==> src/ebs_pkg.sv <==
// Shared constants and types for the external bus cycle phase sequencer
package ebs_pkg;

	// ----------------------------------------
	// Sizes and timing
	// ----------------------------------------
	localparam int EBS_SYS_CLK_PERIOD_NS = 25; // sys_clk_period at 40 MHz
	localparam int EBS_ADDR_W = 24;
	localparam int EBS_DATA_W = 16;
	localparam int EBS_CS_W = 2;
	localparam int EBS_NUM_CS = 4;
	localparam int EBS_CNT_W = 6;
	localparam logic [EBS_CNT_W-1:0] EBS_CNT_ONE = 6'h01;
	localparam logic [EBS_CNT_W-1:0] EBS_CNT_ZERO = 6'h00;

	// ----------------------------------------
	// Per chip-select timing configuration
	// ----------------------------------------
	// access_len holds the length minus one (0..31 means 1..32 periods).
	// addr_setup_len is the normal setup (1 or 2); addr_ext_len is added on a window change.
	typedef struct packed {
		logic mux_mode;
		logic ready_en;
		logic ready_async;
		logic ready_pol;
		logic [1:0] addr_setup_len;
		logic [1:0] addr_ext_len;
		logic [1:0] cmd_delay_len;
		logic wdata_setup_len;
		logic [4:0] access_len;
		logic [1:0] hold_len;
	} ebs_cfg_s;

	// ----------------------------------------
	// Request and pin groups
	// ----------------------------------------
	typedef struct packed {
		logic [EBS_CS_W-1:0] cs;
		logic wr;
		logic [EBS_ADDR_W-1:0] addr;
		logic [EBS_DATA_W-1:0] wdata;
	} ebs_req_s;

	typedef struct packed {
		logic [EBS_ADDR_W-1:0] addr;
		logic [EBS_NUM_CS-1:0] cs_n;
		logic ale;
		logic rd_n;
		logic wr_n;
		logic [EBS_DATA_W-1:0] data_out;
		logic data_oe;
	} ebs_bus_s;

	// ----------------------------------------
	// Cycle phases, one-hot
	// ----------------------------------------
	typedef enum logic [5:0] {
		EBS_PH_IDLE = 6'h01,
		EBS_PH_AB = 6'h02,
		EBS_PH_C = 6'h04,
		EBS_PH_D = 6'h08,
		EBS_PH_E = 6'h10,
		EBS_PH_F = 6'h20
	} ebs_phase_e;

endpackage

==> src/ebs_ready_sync.sv <==
// Ready input synchroniser with selectable extra stage and polarity
`timescale 1ns/100ps
module ebs_ready_sync
	import ebs_pkg::*;
(
	input wire logic clk,
	input wire logic rst_n,
	input wire logic ready_pin,
	input wire logic ready_async,
	input wire logic ready_pol,
	output logic ready_act
);

	typedef struct packed {
		logic s1;
		logic s2;
		logic s3;
	} ebs_rsync_s;

	ebs_rsync_s s_r;
	ebs_rsync_s s_nxt;

	// ----------------------------------------
	// Stages
	// ----------------------------------------
	// s1 feeds only s2; s3 is the extra stage for asynchronous ready
	always_comb begin
		s_nxt.s1 = ready_pin;
		s_nxt.s2 = s_r.s1;
		s_nxt.s3 = s_r.s2;
	end

	always_ff @(posedge clk or negedge rst_n) begin
		if (!rst_n) begin
			s_r <= '0;
		end else begin
			s_r <= s_nxt;
		end
	end

	// Extra stage costs one more wait state when ready is asynchronous
	// Polarity applied after the flops, so samples taken before a polarity change are read with the new polarity until the stages refill
	assign ready_act = (ready_async ? s_r.s3 : s_r.s2) == ready_pol;

endmodule

==> src/ebs_sequencer.sv <==
// External bus cycle phase sequencer: five ordered phases per bus cycle
// What this block does
// - Each cycle runs address setup, command delay, data setup, access, hold in order.
// - Phase lengths come from the selected chip select's timing configuration.
// - Address setup is 1 or 2 periods, plus 0 to 3 on window change.
// - Command delay and hold each last 0 to 3 periods.
// - Write data setup or mux tristate lasts 0 or 1 period.
// - Access lasts 1 to 32 periods, optionally stretched by ready.
// - Reference clock: ext_clk_output is the system clock while clk_out_en is set; bus_ref_clk_out only carries the clk_out_en level.
// - At the sample point, inactive ready adds a wait, active ready ends access.
// - Asynchronous ready takes an extra synchroniser stage, at least one wait.
// - Ready input polarity is configurable.
`timescale 1ns/100ps
module ebs_sequencer
	import ebs_pkg::*;
#(
	parameter int NUM_CS = EBS_NUM_CS
)
(
	input wire logic clk,
	input wire logic rst_n,
	input wire ebs_cfg_s chip_select_timing_config [NUM_CS],
	input wire logic req_valid,
	input wire ebs_req_s req,
	output logic req_ready,
	output logic done,
	output logic [EBS_DATA_W-1:0] rdata,
	output ebs_bus_s bus,
	input wire logic [EBS_DATA_W-1:0] data_in,
	input wire logic ready_pin,
	input wire logic clk_out_en,
	output logic ext_clk_output,
	output logic bus_ref_clk_out
);

	// ----------------------------------------
	// Phase length helpers
	// ----------------------------------------
	// Length in periods of a phase under a given configuration
	function automatic logic [EBS_CNT_W-1:0] phase_len(ebs_phase_e ph, ebs_cfg_s c, logic chg);
		logic [EBS_CNT_W-1:0] l;
		l = EBS_CNT_ZERO;
		case (ph)
			EBS_PH_AB: l = {4'h0, c.addr_setup_len} + (chg ? {4'h0, c.addr_ext_len} : EBS_CNT_ZERO);
			EBS_PH_C: l = {4'h0, c.cmd_delay_len};
			EBS_PH_D: l = {5'h00, c.wdata_setup_len};
			EBS_PH_E: l = {1'h0, c.access_len} + EBS_CNT_ONE;
			EBS_PH_F: l = {4'h0, c.hold_len};
			default: l = EBS_CNT_ZERO;
		endcase
		return l;
	endfunction

	// Next phase in the fixed order, skipping phases of zero length
	function automatic ebs_phase_e next_phase(ebs_phase_e ph, ebs_cfg_s c);
		ebs_phase_e p;
		p = EBS_PH_IDLE;
		case (ph)
			EBS_PH_AB: p = (c.cmd_delay_len != 2'h0) ? EBS_PH_C : (c.wdata_setup_len ? EBS_PH_D : EBS_PH_E);
			EBS_PH_C: p = c.wdata_setup_len ? EBS_PH_D : EBS_PH_E;
			EBS_PH_D: p = EBS_PH_E;
			EBS_PH_E: p = (c.hold_len != 2'h0) ? EBS_PH_F : EBS_PH_IDLE;
			default: p = EBS_PH_IDLE;
		endcase
		return p;
	endfunction

	// ----------------------------------------
	// State
	// ----------------------------------------
	typedef struct packed {
		ebs_phase_e ph;
		logic [EBS_CNT_W-1:0] cnt;
		ebs_cfg_s cfg;
		ebs_req_s rq;
		logic chg;
		logic have_last;
		logic [EBS_CS_W-1:0] last_cs;
		logic [EBS_DATA_W-1:0] din1;
		logic [EBS_DATA_W-1:0] din2;
		logic [EBS_DATA_W-1:0] rdata;
		logic done;
	} ebs_state_s;

	ebs_state_s s_r;
	ebs_state_s s_nxt;
	logic ready_act;
	logic phase_end;
	ebs_phase_e ph_after;

	ebs_ready_sync u_ready_sync (
		.clk(clk),
		.rst_n(rst_n),
		.ready_pin(ready_pin),
		.ready_async(s_r.cfg.ready_async),
		.ready_pol(s_r.cfg.ready_pol),
		.ready_act(ready_act)
	);

	assign phase_end = (s_r.cnt == EBS_CNT_ZERO);
	assign ph_after = next_phase(s_r.ph, s_r.cfg);

	// ----------------------------------------
	// Sequencer next state
	// ----------------------------------------
	// The configuration is latched at the start so a table change mid-cycle cannot tear a cycle
	always_comb begin
		s_nxt = s_r;
		s_nxt.done = 1'b0;
		s_nxt.din1 = data_in;
		s_nxt.din2 = s_r.din1;
		case (s_r.ph)
			EBS_PH_IDLE: begin
				if (req_valid) begin
					s_nxt.cfg = chip_select_timing_config[req.cs];
					s_nxt.rq = req;
					s_nxt.chg = !s_r.have_last || (s_r.last_cs != req.cs);
					s_nxt.have_last = 1'b1;
					s_nxt.last_cs = req.cs;
					s_nxt.ph = EBS_PH_AB;
					s_nxt.cnt = phase_len(EBS_PH_AB, chip_select_timing_config[req.cs], s_nxt.chg) - EBS_CNT_ONE;
				end
			end
			EBS_PH_AB, EBS_PH_C, EBS_PH_D, EBS_PH_F: begin
				if (!phase_end) begin
					s_nxt.cnt = s_r.cnt - EBS_CNT_ONE;
				end else begin
					s_nxt.ph = ph_after;
					s_nxt.cnt = phase_len(ph_after, s_r.cfg, s_r.chg) - EBS_CNT_ONE;
					s_nxt.done = (ph_after == EBS_PH_IDLE);
				end
			end
			EBS_PH_E: begin
				if (!phase_end) begin
					s_nxt.cnt = s_r.cnt - EBS_CNT_ONE;
				end else if (!s_r.cfg.ready_en || ready_act) begin
					// Read data sampled two edges before the edge that ends the command, via din1 and din2
					s_nxt.rdata = s_r.din2;
					s_nxt.ph = ph_after;
					s_nxt.cnt = phase_len(ph_after, s_r.cfg, s_r.chg) - EBS_CNT_ONE;
					s_nxt.done = (ph_after == EBS_PH_IDLE);
				end
			end
			default: begin
				s_nxt.ph = EBS_PH_IDLE;
			end
		endcase
	end

	always_ff @(posedge clk or negedge rst_n) begin
		if (!rst_n) begin
			s_r <= '0;
			s_r.ph <= EBS_PH_IDLE;
		end else begin
			s_r <= s_nxt;
		end
	end

	// ----------------------------------------
	// Pin and handshake outputs
	// ----------------------------------------
	// Outputs decode registered state only, so pins carry no combinational glitches
	assign req_ready = (s_r.ph == EBS_PH_IDLE);
	assign done = s_r.done;
	assign rdata = s_r.rdata;
	assign bus.addr = s_r.rq.addr;
	assign bus.ale = (s_r.ph == EBS_PH_AB);
	assign bus.rd_n = !((s_r.ph == EBS_PH_E) && !s_r.rq.wr);
	assign bus.wr_n = !((s_r.ph == EBS_PH_E) && s_r.rq.wr);
	// Chip select decode kept in its own vector so the pin struct has one kind of driver
	logic [EBS_NUM_CS-1:0] cs_dec;
	always_comb begin
		cs_dec = '1;
		for (int i = 0; i < EBS_NUM_CS; i++) begin
			if ((s_r.ph != EBS_PH_IDLE) && (s_r.rq.cs == i[EBS_CS_W-1:0])) begin
				cs_dec[i] = 1'b0;
			end
		end
	end
	assign bus.cs_n = cs_dec;
	// Multiplexed mode: address on data lines in setup, released in D for turnaround
	assign bus.data_out = (s_r.cfg.mux_mode && s_r.ph == EBS_PH_AB) ? s_r.rq.addr[EBS_DATA_W-1:0] : s_r.rq.wdata;
	assign bus.data_oe = (s_r.cfg.mux_mode && s_r.ph == EBS_PH_AB) ||
		(s_r.rq.wr && (s_r.ph == EBS_PH_E || s_r.ph == EBS_PH_F || (!s_r.cfg.mux_mode && s_r.ph == EBS_PH_D)));

	// ----------------------------------------
	// Reference clock output
	// ----------------------------------------
	// Clock routed as data; acceptable here because it only feeds the pad driver
	assign ext_clk_output = clk & clk_out_en;
	assign bus_ref_clk_out = clk_out_en;

	// ----------------------------------------
	// Assertions
	// ----------------------------------------
	// Cycles spent in the current phase, helper for the length checks
	logic [EBS_CNT_W-1:0] cyc_r;
	logic leaving;
	assign leaving = (s_nxt.ph != s_r.ph);
	always_ff @(posedge clk or negedge rst_n) begin
		if (!rst_n) begin
			cyc_r <= '0;
		end else begin
			cyc_r <= leaving ? EBS_CNT_ZERO : cyc_r + EBS_CNT_ONE;
		end
	end
endmodule

==> config.mk <==
export PLATFORM = sky130hd
export DESIGN_NAME = ebs_sequencer
export DESIGN_NICKNAME = d
export VERILOG_FILES = /design/src/ebs_pkg.sv /design/src/ebs_ready_sync.sv /design/src/ebs_sequencer.sv
export SDC_FILE = /design/constraint.sdc
export NUM_CORES = 1
export LEC_CHECK = 0
export ABC_CLOCK_PERIOD_IN_PS = 2900
export BUFFER_PORTS_ARGS = -buffer_cell sky130_fd_sc_hd__buf_2
export CAP_MARGIN = 20
export CORE_MARGIN = 10
export CORE_UTILIZATION = 30
export CTS_CLUSTER_DIAMETER = 50
export DETAILED_ROUTE_END_ITERATION = 16
export GPL_TIMING_DRIVEN = 1
export SYNTH_ARGS = -nofsm -noshare
export SYNTH_HDL_FRONTEND = slang
export SYNTH_HIERARCHICAL = 1
export SYNTH_SLANG_ARGS = --single-unit
==> constraint.sdc <==
create_clock -name clk -period 2.9 [get_ports clk]
set_input_delay 0.435 -clock clk [delete_from_list [all_inputs] [get_ports clk]]
set_output_delay 0.435 -clock clk [all_outputs]
set_load 0.02 [all_outputs]
# Word-level counts from Yosys, hierarchy flattened
# Index checks and enable logic that the tools add are counted.
[totals] regBits=127 output_inout_bits=68 word_cells=123
[classes] add_sub_neg=7 n_lt_le_gt_ge=1 n_eq_ne=23 mux=35 n_bitwise=2 n_reduce_logical=30
[op_table] operator="$mux W6" n=13
[op_table] operator="$mux W77" n=1
[op_table] operator="$bmux W18 S2" n=1
[op_table] operator="$mux W18" n=2
[op_table] operator="$pmux W6 S3" n=2
[op_table] operator="$pmux W6 S5" n=1
[op_table] operator="$pmux W6 S4" n=1
[op_table] operator="$sub A6 B1 Y6 const B" n=4
[op_table] operator="$mux W16" n=1
[op_table] operator="$eq A6 B1 Y1 const B" n=2
[op_table] operator="$eq A6 B2 Y1 const B" n=2
[op_table] operator="$eq A6 B3 Y1 const B" n=2
[op_table] operator="$eq A6 B4 Y1 const B" n=2
[op_table] operator="$eq A6 B5 Y1 const B" n=2
[op_table] operator="$eq A6 B6 Y1 const B" n=2
[op_table] operator="$mux W12" n=1
[op_table] operator="$logic_and A1 B1 Y1" n=9
[op_table] operator="$mux W1" n=8
[op_table] operator="$ne A2 B2 Y1 const B" n=4
[op_table] operator="$add A2 B2 Y3" n=2
[op_table] operator="$add A5 B1 Y6 const B" n=1
[op_table] operator="$logic_not A1 Y1" n=6
[op_table] operator="$logic_not A6 Y1" n=1
[op_table] operator="$ne A6 B1 Y1 const B" n=1
[op_table] operator="19 further kinds" n=27

# Longest topological paths before layout
[depth] depth_word=12 depth_mapped=13

# Hierarchy
# Netlist, hierarchy kept.
[by_module_without_submodules] mod="ebs_sequencer" n_inst=1 cells_each=555 area_each_um2=5850.6 seq_area_each_um2=2979.1
[by_module_without_submodules] mod="ebs_ready_sync" n_inst=1 cells_each=5 area_each_um2=93.8 seq_area_each_um2=75.1

==> results.cfg <==
[routing]
ant_nets = 0
drt-initial-drc-count = 214
dr_wl_met2_mm = 7.580
wire_per_inst_um = 15.66
wl_met1_mm = 6.808
via_count = 4480
dr.pass1.iters = 4
viasPerCell = 4.392
wl_met3_mm = 1.371
drc = 0
drt_wl_total_mm = 15.97
maxUsedRoutingLayer = met4

[grt]
grt_pass1_vias = 4912
grt_pass1_wl_mm = 26.21
grt_use_total_pct = 12.74
antenna_found_initial = 0
overflow = 0
grt_max_degree = 59

[worst_setup_path]
crit_arrival_ns = 2.28
r2r_cells = 11
r2r-start = s_r[49]
reg2reg_slack_ns = 0.45
required_ns = 2.47
crit_slowest_cell = dfrtp_1
cpPeakStageDelay_ns = 0.48
setup.worst_path.start_class = flip-flop
crit_fanout = 13
critPathCaptureType = primary output
r2r_end = s_r[116]
worst-setup-path-type = flip-flop to primary output
worstPathCellList = nor4b_4 -> and2_4 -> nand2_2 -> buf_12 -> mux2_2 -> buf_2

[floorplan]
dieHeight_um = 160.8
dieArea_mm2 = 0.02585
num_rows = 51
coreArea_mm2 = 0.01946
die_w_um = 160.8
start_util_pct = 30.54
ios = 204

[sta]
worst_clock_skew_ns = 0.008382
finalSetupTns_ns = 0
slew_headroom_pct = 55.10
finalCriticalPeriod_ns = 2.720
finalCritPeriodShare_pct = 93.79
rsz0062_at_grt = false
whs_ns = 0.03015
hold_viol = 0
max_freq_ghz = 0.3677
slew_viol_final = 0
setup_violations = 0
worst_pin_slew_ns = 0.6735
setup_ws_ns = 0.1800

[cts]
clk_latency_ns = 0.52
cts_tree = done
clk_pin_slew_ns = 0.06

[placement]
pre_cts_ws_ns = 0.06795
place_hpwl_mm = 12.02
gp_congestion = 0.8229
io_buffer_count = 203

[yosys]
synth_top_area_cell = dfrtp_1
yosys.area_share.adder_pct = 1.389
synthDistinctLibCells = 59
synth-compound-area-share_pct = 4.420
ys.warnings.count = 6
synth_area_mm2 = 0.005944
yosys_register_bits = 122
syn-num-nets = 702
netlist_instances = 560
synth.top_cell.area_share_pct = 50.94
synth_area_leaders = dfrtp_1 (51%), nand2_1 (12%), mux4_2 (6.8%)
synth-simple-area-share_pct = 19.87
avgSynthCellArea_um2 = 10.62
synth-xor-area-share_pct = 1.621
muxShareOfSynthArea_pct = 13.43
ys_seq_area_share_pct = 51.38
synth_top_family_by_area = simple AND/OR/NAND/NOR gates

[power_and_ir_drop]
power_switching_share_pct = 38.34
p_int_mw = 5.052
power.share.clock_pct = 29.8
ir_drop_mv = 0.4873
p_leak_nw = 3.938
switchingPower_mw = 3.141
p_comb_share_pct = 37.3
power_frac_seq_pct = 32.9
power_density_mw_per_mm2 = 1050

[min_path]
hp-start = data_in[2]
min_delay_path_depth = 1
hold-path-endpoint = s_nxt[19]
hold_class = input pin to flip-flop

[finish]
layout.nets = 884
final_util_pct = 40.09
syn2layout_area_growth_pct = 31.26
final_common_cell = buf_2
n_antenna_cell = 0
fillers = 1921
final_cell_mix = buf_2 (202), nand2_1 (185), dfrtp_1 (119), mux2_2 (24), clkbuf_16 (20)
drive_above_1_share_pct = 42.38

[job]
maxCapViolCount = 0

[status]
status = finished, final reports clean
synth_stat cells, drive strengths merged:
cell / number
nand4: 2
mux2: 34
o32ai: 1
nor4: 3
and3: 2
fa: 1
dfrtp: 121
dfstp: 1
o21a: 1
and2: 5
nand2: 187
nor3b: 3
o21ai: 8
xor2: 4
nand4b: 2
clkbuf: 13
a2111oi: 1
a21oi: 8
o2111ai: 3
or4b: 1
o2bb2ai: 1
and3b: 1
inv: 9
a41oi: 1
nand2b: 2
a31oi: 2
nor3: 4
a221oi: 1
o211ai: 2
nor2: 19
mux4: 18
mux2i: 1
o21bai: 1
nand3: 15
nor4b: 5
or3: 1
nor2b: 7
buf: 53
ha: 5
xnor2: 7
a211oi: 4
worst max-delay path by stage:
stage	start	end	slack [ns]	cells after the start
4_1_cts	s_r[122]	bus[12]	0.02	6
3_5_place_dp	req[41]	s_r[116]	0.07	11
2_1_floorplan	req[41]	s_r[117]	0.04	10
3_3_place_gp	req[41]	s_r[116]	0.11	11
6_report	s_r[123]	bus[12]	0.18	6
5_1_grt	s_r[123]	bus[9]	0.02	6
power groups by stage:
stage | clock network [mW] | logic, mW | registers (mW)
final | 2.44 | 3.05 | 2.70
after global routing | 2.60 | 3.43 | 2.79
after CTS | 2.51 | 3.10 | 2.71
after detailed placement | 0.0217 | 3.08 | 2.74
after global placement | 0.0217 | 3.05 | 2.71
after floorplan | 0.0156 | 2.53 | 2.57
per-layer routing:
layer | vias up | GRT usage [%]
li1 | 2206 | -
met1 | 2117 | 14.67
met2 | 147 | 20.01
met5 | - | 0
met3 | 10 | 5.828
met4 | 0 | 5.542
stage by stage:
step | std cells | area, um2 | total power [mW]
6_report | 1020 | 7802 | 8.193
5_1_grt | 1020 | 7802 | 8.811
4_1_cts | 1018 | 7782 | 8.330
3_5_place_dp | 977 | 7013 | 5.835
3_3_place_gp | 977 | 7013 | 5.788
2_1_floorplan | 560 | 5952 | 5.114
final cells by class:
type | count | area (um2) | share of cell area (%)
flip-flops and latches | 122 | 3057 | 39.18
multi-input cells | 363 | 2439 | 31.25
repair buffers | 225 | 1241 | 15.91
clock buffers | 23 | 533.0 | 6.831
well taps | 265 | 331.6 | 4.250
clock inverters | 13 | 167.7 | 2.149
inverters | 9 | 33.78 | 0.4330
registers in the layout (all words and copies together), names as in the netlist:
signal and cells:
s_nxt 16, s_r 62, bus 24, done 1
u_ready_sync/s_r 1, rdata 16, u_ready_sync/s_nxt 2
kinds of logic after synthesis:
kind of cell	Yosys count
AND/OR/NAND/NOR	259
flip-flops	122
buffers and inverters	75
multiplexers	53
AO/OA/AOI/OAI	34
XOR/XNOR	11
adder cells (fa/ha/maj)	6
critical path, delay by kind of cell (launching register included):
kind	cells	cell delay, ns
and+or+nand+nor	3	0.67
DFF	1	0.48
buffers and inverters	2	0.35
muxes	1	0.27
what timing repair did:
action / CTS / global route
resized for setup: 4 / 1
setup endpoints to repair: 17 / 12
hold buffers: 6 / 1
buffers inserted: 0 / 1
hold endpoints to repair: 48 / 1
gates cloned: 0 / 0
Power figures use the tool's default switching activity.
